[src/rtl/isr_params.svh]
// Purpose: constants for the indirect store and return execution block
// Assumes: included by the package and by every design file that needs it
// Notes: APB byte offsets, instruction word fields, reset values
//
// Summary of operation
// - Indirect store writes W to the address held in file pointer 0 or 1.
// - Mode code picks pre-increment, pre-decrement, post-increment or post-decrement.
// - Offset form stores at pointer plus k (-32..31); pointer stays unchanged.
// - File pointers are 16 bits and wrap modulo 2^16 on step.
// - Indirect store and its pointer step change no status flag.
// - Indirect windows hold no storage; writes go to the pointer address, reads return zero.
// - Option load copies W to option register, one cycle, no flag change.
// - Software reset resets the device and clears the reset instruction flag.
// - Interrupt return pops stack into PC, sets enable bit 7, two cycles.
// - Subroutine return pops stack into PC, two cycles, flags unchanged.
`ifndef ISR_PARAMS_SVH
`define ISR_PARAMS_SVH

`define ISR_OFF_INSN 8'h00
`define ISR_OFF_W 8'h04
`define ISR_OFF_FP0 8'h08
`define ISR_OFF_FP1 8'h0c
`define ISR_OFF_OPT 8'h10
`define ISR_OFF_STAT 8'h14
`define ISR_OFF_PWRCTL 8'h18
`define ISR_OFF_PC 8'h1c
`define ISR_OFF_IRQ 8'h20
`define ISR_OFF_WIN0 8'h24
`define ISR_OFF_WIN1 8'h28

`define ISR_F_OP 2:0
`define ISR_F_N 3
`define ISR_F_MODE 5:4
`define ISR_F_OFS 6
`define ISR_F_K 13:8
`define ISR_F_BUSY 0
`define ISR_F_RST_FLAG 0

`define ISR_MODE_PREINC 2'h0
`define ISR_MODE_PREDEC 2'h1
`define ISR_MODE_POSTINC 2'h2
`define ISR_MODE_POSTDEC 2'h3

`define ISR_IRQ_EN_BIT 7
`define ISR_W_RST 8'h00
`define ISR_OPT_RST 8'hff
`define ISR_STAT_RST 8'h00
`define ISR_FP_RST 16'h0000
`define ISR_PC_RST 15'h0000
`define ISR_IRQ_RST 8'h00
`define ISR_RST_FLAG_RST 1'b1
`define ISR_PC_STEP 15'h0001

`endif

[src/rtl/isr_pkg.sv]
// Purpose: shared types of the indirect store and return block
// Assumes: isr_params.svh supplies the constants
// Notes: state codes are Gray along idle, execute, second cycle
`include "isr_params.svh"
package isr_pkg;
   typedef enum logic [1:0] {
      ISR_IDLE = 2'h0,
      ISR_EXEC = 2'h1,
      ISR_SECOND = 2'h3
   } isr_state_t;

   typedef enum logic [2:0] {
      ISR_OP_NOP = 3'h0,
      ISR_OP_STORE_W = 3'h1,
      ISR_OP_OPTION = 3'h2,
      ISR_OP_RESET = 3'h3,
      ISR_OP_IRQ_RET = 3'h4,
      ISR_OP_RETURN = 3'h5
   } isr_op_t;

   typedef struct packed {
      isr_state_t st;
      logic [13:0] insn;
      logic [7:0] w;
      logic [1:0][15:0] fp;
      logic [7:0] opt;
      logic [7:0] stat;
      logic [7:0] irq;
      logic reset_insn_flag;
      logic [14:0] pc;
      logic mem_we;
      logic [15:0] mem_addr;
      logic [7:0] mem_wdata;
      logic pop;
      logic soft_rst;
      logic [31:0] prdata;
      logic was_idle;
   } isr_regs_t;
endpackage : isr_pkg

[src/rtl/isr_ptr_calc.sv]
// Purpose: effective address and next pointer value for indirect stores
// Assumes: pure combinational, pointer and offset widths are parameters
// Notes: sums are cut to the pointer width, so stepping wraps
`timescale 1ns/100ps
`include "isr_params.svh"
module isr_ptr_calc #(
   parameter int AW = 16,
   parameter int KW = 6
) (
   input wire logic [AW-1:0] fp, // Current pointer
   input wire logic [1:0] ptr_mode_code, // Step mode code
   input wire logic ofs_form, // Signed offset form
   input wire logic [KW-1:0] k, // Signed offset
   output logic [AW-1:0] eff_addr, // Address of the access
   output logic [AW-1:0] fp_next // Pointer after the access
);
   logic [AW-1:0] step;
   logic [AW-1:0] stepped;
   logic [AW-1:0] k_ext;

   always_comb begin
      step = AW'(1);
      if (ptr_mode_code == `ISR_MODE_PREDEC || ptr_mode_code == `ISR_MODE_POSTDEC) begin
         step = '1;
      end
      stepped = AW'(fp + step);
      k_ext = {{(AW-KW){k[KW-1]}}, k};
      if (ofs_form) begin
         eff_addr = AW'(fp + k_ext);
         fp_next = fp;
      end else begin
         // Pre modes use the stepped value, post modes the old one
         if (ptr_mode_code == `ISR_MODE_PREINC || ptr_mode_code == `ISR_MODE_PREDEC) begin
            eff_addr = stepped;
         end else begin
            eff_addr = fp;
         end
         fp_next = stepped;
      end
   end
endmodule : isr_ptr_calc

[src/rtl/isr_core.sv]
// Purpose: executes store-indirect, no-op, option load, software reset and returns
// Assumes: APB3 slave at 125 MHz; one instruction cycle is one pclk
// Notes: data memory and stack live outside; this block drives their ports
`timescale 1ns/100ps
`include "isr_params.svh"
module isr_core
   import isr_pkg::*;
#(
   parameter int AW = 16,
   parameter int PCW = 15
) (
   input wire logic pclk, // Clock
   input wire logic presetn, // Async reset, active low
   input wire logic psel, // APB select
   input wire logic penable, // APB access phase
   input wire logic pwrite, // APB direction
   input wire logic [7:0] paddr, // APB byte address
   input wire logic [31:0] pwdata, // APB write data
   output logic [31:0] prdata, // APB read data
   output logic pready, // APB ready
   output logic pslverr, // APB error
   input wire logic [PCW-1:0] stack_top, // Top of hardware stack
   output logic stack_pop, // Pop strobe
   output logic mem_we, // Data memory write strobe
   output logic [AW-1:0] mem_addr, // Data memory address
   output logic [7:0] mem_wdata, // Data memory write data
   output logic soft_reset // Device reset request
);
   isr_regs_t st_q;
   isr_regs_t st_d;
   isr_op_t op;
   logic n_sel;
   logic [AW-1:0] sel_fp;
   logic [AW-1:0] eff_addr;
   logic [AW-1:0] fp_next;
   logic acc;
   logic wr;
   logic mapped;
   logic bad_op;
   logic [31:0] rd_mux;

   assign op = isr_op_t'(st_q.insn[`ISR_F_OP]);
   assign n_sel = st_q.insn[`ISR_F_N];
   assign sel_fp = st_q.fp[n_sel];

   isr_ptr_calc #(.AW(AW), .KW(6)) u_ptr (
      .fp(sel_fp),
      .ptr_mode_code(st_q.insn[`ISR_F_MODE]),
      .ofs_form(st_q.insn[`ISR_F_OFS]),
      .k(st_q.insn[`ISR_F_K]),
      .eff_addr(eff_addr),
      .fp_next(fp_next)
   );

   // Reads wait one idle cycle so prdata never shows pre-execute values
   assign pready = (st_q.st == ISR_IDLE) && st_q.was_idle;
   assign acc = psel && penable && pready;
   assign wr = acc && pwrite;

   always_comb begin
      mapped = 1'b1;
      rd_mux = 32'h0000_0000;
      case (paddr)
         `ISR_OFF_INSN: rd_mux = {18'h0_0000, st_q.insn};
         `ISR_OFF_W: rd_mux = {24'h00_0000, st_q.w};
         `ISR_OFF_FP0: rd_mux = {16'h0000, st_q.fp[0]};
         `ISR_OFF_FP1: rd_mux = {16'h0000, st_q.fp[1]};
         `ISR_OFF_OPT: rd_mux = {24'h00_0000, st_q.opt};
         `ISR_OFF_STAT: rd_mux = {24'h00_0000, st_q.stat};
         `ISR_OFF_PWRCTL: rd_mux = {31'h0000_0000, st_q.reset_insn_flag};
         `ISR_OFF_PC: rd_mux = {17'h0_0000, st_q.pc};
         `ISR_OFF_IRQ: rd_mux = {24'h00_0000, st_q.irq};
         `ISR_OFF_WIN0: rd_mux = 32'h0000_0000;
         `ISR_OFF_WIN1: rd_mux = 32'h0000_0000;
         default: mapped = 1'b0;
      endcase
   end

   assign bad_op = (paddr == `ISR_OFF_INSN) && pwrite && (pwdata[`ISR_F_OP] > 3'h5);
   assign pslverr = acc && (!mapped || bad_op);

   always_comb begin
      st_d = st_q;
      st_d.mem_we = 1'b0;
      st_d.pop = 1'b0;
      st_d.soft_rst = 1'b0;
      st_d.was_idle = (st_q.st == ISR_IDLE);
      st_d.prdata = psel ? rd_mux : st_q.prdata;
      case (st_q.st)
         ISR_IDLE: begin
            if (wr && mapped && !bad_op) begin
               case (paddr)
                  `ISR_OFF_INSN: begin
                     st_d.insn = pwdata[13:0];
                     st_d.st = ISR_EXEC;
                  end
                  `ISR_OFF_W: st_d.w = pwdata[7:0];
                  `ISR_OFF_FP0: st_d.fp[0] = pwdata[15:0];
                  `ISR_OFF_FP1: st_d.fp[1] = pwdata[15:0];
                  `ISR_OFF_STAT: st_d.stat = pwdata[7:0];
                  `ISR_OFF_PWRCTL: st_d.reset_insn_flag = pwdata[`ISR_F_RST_FLAG];
                  `ISR_OFF_IRQ: st_d.irq = pwdata[7:0];
                  `ISR_OFF_WIN0: begin
                     // No window storage: the write lands at the pointer address
                     st_d.mem_we = 1'b1;
                     st_d.mem_addr = st_q.fp[0];
                     st_d.mem_wdata = pwdata[7:0];
                  end
                  `ISR_OFF_WIN1: begin
                     st_d.mem_we = 1'b1;
                     st_d.mem_addr = st_q.fp[1];
                     st_d.mem_wdata = pwdata[7:0];
                  end
                  default: st_d.st = ISR_IDLE;
               endcase
            end
         end
         ISR_EXEC: begin
            st_d.st = ISR_IDLE;
            st_d.pc = PCW'(st_q.pc + `ISR_PC_STEP);
            case (op)
               ISR_OP_STORE_W: begin
                  st_d.mem_we = 1'b1;
                  st_d.mem_addr = eff_addr;
                  st_d.mem_wdata = st_q.w;
                  st_d.fp[n_sel] = fp_next;
               end
               ISR_OP_OPTION: st_d.opt = st_q.w;
               ISR_OP_RESET: begin
                  // Registers return to power-up values, except the cause flag, which clears, and insn, mem_addr, mem_wdata and prdata, which keep theirs
                  st_d.w = `ISR_W_RST;
                  st_d.fp = {`ISR_FP_RST, `ISR_FP_RST};
                  st_d.opt = `ISR_OPT_RST;
                  st_d.stat = `ISR_STAT_RST;
                  st_d.irq = `ISR_IRQ_RST;
                  st_d.pc = `ISR_PC_RST;
                  st_d.reset_insn_flag = 1'b0;
                  st_d.soft_rst = 1'b1;
               end
               ISR_OP_IRQ_RET: begin
                  st_d.pop = 1'b1;
                  st_d.pc = stack_top;
                  st_d.irq[`ISR_IRQ_EN_BIT] = 1'b1;
                  st_d.st = ISR_SECOND;
               end
               ISR_OP_RETURN: begin
                  st_d.pop = 1'b1;
                  st_d.pc = stack_top;
                  st_d.st = ISR_SECOND;
               end
               default: st_d.st = ISR_IDLE;
            endcase
         end
         ISR_SECOND: st_d.st = ISR_IDLE;
         default: st_d.st = ISR_IDLE;
      endcase
   end

   always_ff @(posedge pclk or negedge presetn) begin
      if (!presetn) begin
         st_q <= '{st: ISR_IDLE, insn: 14'h0000, w: `ISR_W_RST,
                   fp: {`ISR_FP_RST, `ISR_FP_RST}, opt: `ISR_OPT_RST,
                   stat: `ISR_STAT_RST, irq: `ISR_IRQ_RST,
                   reset_insn_flag: `ISR_RST_FLAG_RST,
                   pc: `ISR_PC_RST, mem_we: 1'b0, mem_addr: 16'h0000,
                   mem_wdata: 8'h00, pop: 1'b0, soft_rst: 1'b0,
                   prdata: 32'h0000_0000, was_idle: 1'b0};
      end else begin
         st_q <= st_d;
      end
   end

   assign prdata = st_q.prdata;
   assign stack_pop = st_q.pop;
   assign mem_we = st_q.mem_we;
   assign mem_addr = st_q.mem_addr;
   assign mem_wdata = st_q.mem_wdata;
   assign soft_reset = st_q.soft_rst;
endmodule : isr_core

[config.mk]
export PLATFORM = sky130hd
export DESIGN_NAME = isr_core
export DESIGN_NICKNAME = d
export VERILOG_FILES = /design/src/rtl/isr_pkg.sv /design/src/rtl/isr_ptr_calc.sv /design/src/rtl/isr_core.sv
export VERILOG_INCLUDE_DIRS = /design/src /design/src/rtl
export SDC_FILE = /design/constraint.sdc
export NUM_CORES = 1
export LEC_CHECK = 0
export BUFFER_PORTS_ARGS = -buffer_cell sky130_fd_sc_hd__buf_2
export CAP_MARGIN = 20
export CELL_PAD_IN_SITES_DETAIL_PLACEMENT = 2
export CELL_PAD_IN_SITES_GLOBAL_PLACEMENT = 2
export CORE_ASPECT_RATIO = 1.4
export CORE_MARGIN = 2
export CORE_UTILIZATION = 36
export DETAILED_ROUTE_END_ITERATION = 12
export PLACE_DENSITY_LB_ADDON = 0.1
export SKIP_CTS_REPAIR_TIMING = 1
export SLEW_MARGIN = 20
export SYNTH_ARGS = -nofsm -noshare
export SYNTH_HDL_FRONTEND = slang
export SYNTH_SLANG_ARGS = --single-unit
[constraint.sdc]
create_clock -name pclk -period 4.55 [get_ports pclk]
set_clock_uncertainty 0.15 [all_clocks]
set_input_delay 0.455 -clock pclk [delete_from_list [all_inputs] [get_ports pclk]]
set_output_delay 0.455 -clock pclk [all_outputs]
set_load 0.1 [all_outputs]
==> parameters.txt, run 1 <==
Parameter                              Value

STA
  Total count of max-transition violations in the final report    0
  Hold Slack    around 0.12 ns
  Setup tns final    0 ns
  Number of endpoints failing setup at the final stage    0
  Hold Vio Cnt, Final    0
  Time the worst path needs with I/O delays and setup    ~4.3 ns
  Final clock period utilization by the worst path    0.948
  RSZ-0062 raised after global routing    false
  Highest clock rate    approximately 230 MHz
  Worst-case headroom to the max-slew limit    0.273
  Slew of the pin with the lowest slew margin    1.08 ns

Placement
  Number of port buffers    88
  Placed wire-length estimate after detailed placement    28.9 mm
  Routability-driven placement congestion ratio    0.882

GRT
  Via count of the first global-routing pass    about 10000
  Maximum number of pins on one net before global-route repair    just over 80
  Aggregate global routing overflow    0
  Wire length of the first global-routing pass    59.2 mm
  Global routing usage summed across all routing layers    0.276
  Initial antenna violation count    0

Routing
  Initial DRT Pass Iterations    5
  DRC violation count after routing    0
  DR vias/cell    roughly 6
  Antenna viol nets, final    0
  Via Count    9238
  Drt first-iter violations    403
  WL per Instance    24.8 um
  Final Routed Wirelength    just under 40 mm

Clock network
  Clock insertion delay at the later pin of the skew report    roughly 0.44 ns
  H-tree level count    4
  Root cell of the clock tree    clkbuf_16
  Clock transition at the register clock pins on the worst setup and hold paths after CTS    roughly 0.060 ns
  Clock buffer count from CTS    17
  TritonCTS clock tree    built
  Total clock sinks    140
  Maximum buffer depth of the clock tree    2

Finish
  Layout net count    between 1000 and 1500
  Fraction of layout cells with a size suffix above 1    0.186
  Core occupancy in the finished layout    0.408
  Most frequent cells in the layout    nand2_1, dfrtp_1, nor2_1
  Number of fill cells in the layout    3112
  Growth of design area from synthesis to finish    11.8%
  Most frequent standard cell in the layout excluding fill and tap cells    nand2_1
  Storage cell area    approximately 0.0035 mm2
  Antenna diode count    0
  Combined area of the multi-input logic cells    0.00559 mm2

Critical path
  Data arrival time of the critical path    around 4.5 ns
  Crit path kind    flop to flop
  Slowest cell on crit path    a2111oi_0
  Crit. End Element    flop
  Critical Path Max Stage Delay    0.80 ns
  Kind of start point of the critical path    flop
  Biggest fanout along the worst timing path    20
  Worst path required time    approximately 4.7 ns
  CP Cell Sequence    buf_4, buf_4, mux2_2, ha_1, nand2_1, nor2_1, a221oi_2, nand2b_1, nand3_1, a2111oi_0, nor3b_1, a221o_1
  Buffer and inverter count on the worst path    2
  Most common cell on crit path    buf_4
  CP top delay family    compound AO/OA/AOI/OAI gates

Yosys
  Biggest area consumer among synthesized cells    dfrtp_1
  Cell area after synthesis    around 0.0098 mm2
  Number of instances in the synthesized netlist    1152
  EDFF count, synth    0
  Leading register cell type out of synthesis    dfrtp_1
  Dominant cells by area after synthesis    dfrtp_1, o21ai_0, nand2_1
  Average cell area after synthesis    8.50 um2
  Part of the Yosys area used for sequential elements    0.359
  Area share of the largest cell type after synthesis    0.335
  Register bit total from synthesis    140
  Number of distinct library cells after synthesis    82
  Total of warnings raised by yosys    0
  Async SR Flop Fraction    1.00

Die
  IO Pins    about 120
  Number of cell rows    between 70 and 80
  Initial core utilization    0.365
  Core region area    approximately 0.027 mm2
  Die boundary height    199 um
  Width of the die    ~140 um
  Total die area    approximately 0.029 mm2

Power and ir drop
  Maximum resistive drop on vdd    274 uV
  Static leakage    between 0.004 and 0.005 uW
  PwrDens    ~280 mW/mm2

Outcome
  Outcome    finished clean

Run
  Reported max-cap violation count    0

Min path
  Class of the tightest hold or removal check    primary input to flop
final cells by class:
class                      instances  area share
multi-input combinational        879       0.511
sequential                       140       0.321
timing repair buffer             122      0.0644
tap                              365      0.0417
clock buffer                      20      0.0408
clock inverter                    12      0.0135
inverter                          23     0.00789
flip-flops by register name, indices dropped and copies added (netlist names):
name,flops
stack_pop,1
n_sel,1
soft_reset,1
st_q,93
mem_wdata,8
op,3
prdata,16
mem_addr,16
mem_we,1
synth_stat cells (all sizes together), types with 6 or more instances:
cell type  instances
nor2             121
xnor2             23
a21oi             62
or2               10
o21a              11
nor3b             11
inv               22
o221ai             6
xor2              11
a31o               7
a21o              11
nor3              15
dfstp              9
dfrtp            131
a31oi             23
a22oi             45
nand2b             6
nand3             25
o31ai              8
a22o              21
o211ai            20
clkbuf            52
ha                28
buf               73
a221oi            20
mux2i              8
and3              14
a211oi             6
o21ai            105
nand2            136
mux2              30
logic make-up (layout without fill, tap and decap cells):
family                   count (synthesis)  after routing  share of synthesized area
XOR/XNOR                                34             34                     0.0304
buffers and inverters                  148            177                     0.0805
AO/OA/AOI/OAI                          384            384                      0.265
multiplexers                            39             39                     0.0467
flip-flops                             140            140                      0.359
adder cells (fa/ha/maj)                 29             29                     0.0378
other                                    1             16                   0.000383
AND/OR/NAND/NOR                        377            377                      0.180
metrics by stage:
stage	total power (uW)	instance area [um2]	worst slack, ns	std cells
after CTS	3060	10900	0.259	1560
after detailed placement	1610	10300	0.615	1528
after global routing	3120	10900	0.105	1561
after global placement	1610	10300	0.733	1528
final	3030	10900	0.235	1561
after floorplan	1550	9840	0.598	1167
power breakdown:
part,switching [uW],internal [uW],leakage (uW)
sequential,11.3,1260,0.00171
clock,574,872,0.000290
combinational,267,45.4,0.00261
total,852,2180,0.00461
worst paths after layout:
path | slack [ns] | end | depth (start not counted) | start
max reg2reg | 0.23 | st_q[115] | 12 | n_sel
max in group asynchronous | 2.75 | st_q[95] | 3 | presetn
min reg2reg | 0.32 | mem_wdata[6] | 2 | mem_wdata[6]
max | 0.23 | st_q[115] | 12 | n_sel
min | 0.12 | st_q[151] | 2 | pwdata[11]
min in group asynchronous | 0.47 | st_q[80] | 2 | presetn
layer usage:
layer  GRT usage  wire [um]
met1       0.333      15800
met2       0.501      20400
met3      0.0352       1240
met4      0.0977       1220
met5           0          0
(Power assumes the default switching activity.)
==> run 2, diff against run 1 <==
Settings changed: CORE_UTILIZATION 36 to 35.
==> parameters.txt, run 2 (synthesis gave the netlist of run 1 again) <==
Parameter                              Value

Die
  Die boundary height    202 um
  Core region area    ~0.028 mm2
  Number of cell rows    72
  IO Pins    approximately 120
  Initial core utilization    0.355
  Width of the die    approximately 150 um
  Total die area    0.0293 mm2

STA
  Time the worst path needs with I/O delays and setup    around 3.9 ns
  Worst-case headroom to the max-slew limit    0.273
  Number of endpoints failing setup at the final stage    0
  Setup tns final    0 ns
  Final clock period utilization by the worst path    0.867
  Slew of the pin with the lowest slew margin    1.08 ns
  Total count of max-transition violations in the final report    0
  RSZ-0062 raised after global routing    false
  Highest clock rate    around 250 MHz
  Hold Vio Cnt, Final    0

Finish
  Max FFs per register    between 90 and 100
  Antenna diode count    0
  Layout net count    roughly 1300
  Post-Layout Cell Count    roughly 1600
  Fraction of layout cells with a size suffix above 1    0.186
  Most frequent standard cell in the layout excluding fill and tap cells    nand2_1
  Most frequent cells in the layout    nand2_1, dfrtp_1, nor2_1
  Growth of design area from synthesis to finish    12.9%
  Register with the most flip-flops    st_q

Critical path
  Worst path required time    4.72 ns
  Buffer and inverter count on the worst path    1
  Slowest cell on crit path    dfrtp_1
  Path length in cells of the critical path    11
  Kind of start point of the critical path    flop
  Crit path kind    flop to flop
  Logic depth of the worst register-to-register path    11
  Data arrival time of the critical path    approximately 4.1 ns
  CP top delay family    compound AO/OA/AOI/OAI gates
  CP Cell Sequence    buf_12, mux2_2, ha_1, nand2_1, mux2_2, o21ai_0, o21ai_0, a32oi_1, xnor2_1, a21oi_1, a31o_2
  Biggest fanout along the worst timing path    37
  Crit. End Element    flop
  Critical Path Max Stage Delay    0.52 ns

Routing
  DR vias/cell    slightly below 6
  Via Count    9262
  Antenna viol nets, final    0
  Initial DRT Pass Iterations    5
  WL per Instance    25.1 um
  Final Routed Wirelength    just under 40 mm
  Drt first-iter violations    around 540
  DRC violation count after routing    0

Placement
  Total instance count after detailed placement    approximately 1500
  Number of port buffers    between 80 and 90
  Placed wire-length estimate after detailed placement    roughly 30 mm
  Routability-driven placement congestion ratio    about 0.86

Power and ir drop
  Maximum resistive drop on vdd    approximately 270 uV
  Static leakage    approximately 0.0047 uW
  PwrDens    just under 300 mW/mm2

GRT
  Maximum number of pins on one net before global-route repair    a little under 90
  Aggregate global routing overflow    0
  Global routing usage summed across all routing layers    0.272
  Via count of the first global-routing pass    between 9000 and 10000
  Initial antenna violation count    0
  Wire length of the first global-routing pass    a little over 60 mm

Min path
  Number of stages on the worst hold path    2
  Class of the tightest hold or removal check    primary input to flop

Outcome
  Outcome    finished clean

Clock network
  Clock insertion delay at the later pin of the skew report    around 0.44 ns
  Clock transition at the register clock pins on the worst setup and hold paths after CTS    0.06 ns
  TritonCTS clock tree    built
  Root cell of the clock tree    clkbuf_16
  Clock buffer count from CTS    17
  H-tree level count    4
  Total clock sinks    140
  Maximum buffer depth of the clock tree    2

Run
  Reported max-cap violation count    0
==> run 2: cell types whose count changed in the layout (fill, tap and decap cells not counted) <==
cell | before | now
clkinv_2 | 5 | 3
buf_12 | 0 | 1
clkbuf_1 | 2 | 1
clkinvlp_4 | 2 | 1
bufinv_16 | 3 | 7
clkbuf_8 | 1 | 2
clkinv_4 | 2 | 1
buf_4 | 33 | 30
==> run 2: through the flow <==
step	total power, uW	cell area, um2	utilization	hold slack [ns]	worst slack, ns
finish	3280	11100	0.401	0.146	0.603
global route	3370	11100	0.401	0.144	0.412
CTS	3310	11000	0.400	-0.00626	0.650
detailed placement	1610	10300	0.375	0.314	0.728
global placement	1610	10300	0.375	0.305	0.803
floorplan	1550	9840	-	0.00941	0.598
==> run 2: cell type report <==
| class | count | area [um2] |
|---|---|---|
| clock inverters | 12 | 241 |
| repair buffers | 120 | 702 |
| fillers | 3201 | 16500 |
| multi-input cells | 879 | 5590 |
| clock buffers | 20 | 457 |
| inverters | 23 | 86.3 |
| well taps | 370 | 463 |
| flip-flops and latches | 140 | 3510 |
==> run 2: path summary, 6_finish.rpt <==
| path | slack, ns | endpoint | start |
|---|---|---|---|
| worst max register to register | 0.60 | st_q[129] | n_sel |
| worst max-delay path | 0.60 | st_q[129] | n_sel |
| min in group asynchronous | 0.50 | mem_wdata[7] | presetn |
| worst min register to register | 0.33 | mem_wdata[6] | mem_wdata[6] |
| max in group asynchronous | 2.74 | st_q[0] | presetn |
| worst min-delay path | 0.15 | st_q[150] | pwdata[10] |
==> run 2: where the power goes <==
part	switching, uW	leakage, uW	internal, uW
clock network	585	0.000340	1110
logic	267	0.00260	45.5
registers	11.6	0.00171	1260
==> run 2: layer usage <==
| layer | routed length (um) | track usage | vias up | part of all wire |
|---|---|---|---|---|
| met5 | 0 | 0 | - | 0 |
| met4 | 1480 | 0.111 | 0 | 0.038 |
| met3 | 1240 | 0.0377 | 63 | 0.031 |
| met2 | 20600 | 0.499 | 198 | 0.52 |
| met1 | 16000 | 0.317 | 4780 | 0.41 |
| li1 | - | - | 4221 | - |
==> run 2: worst reg2reg max path, cell delays in order (launching register included) <==
cell and delay [ns]:
dfrtp_1 0.52, buf_12 0.27, mux2_2 0.44, ha_1 0.32
nand2_1 0.06, mux2_2 0.31, o21ai_0 0.43, o21ai_0 0.21
a32oi_1 0.48, xnor2_1 0.19, a21oi_1 0.13, a31o_2 0.32
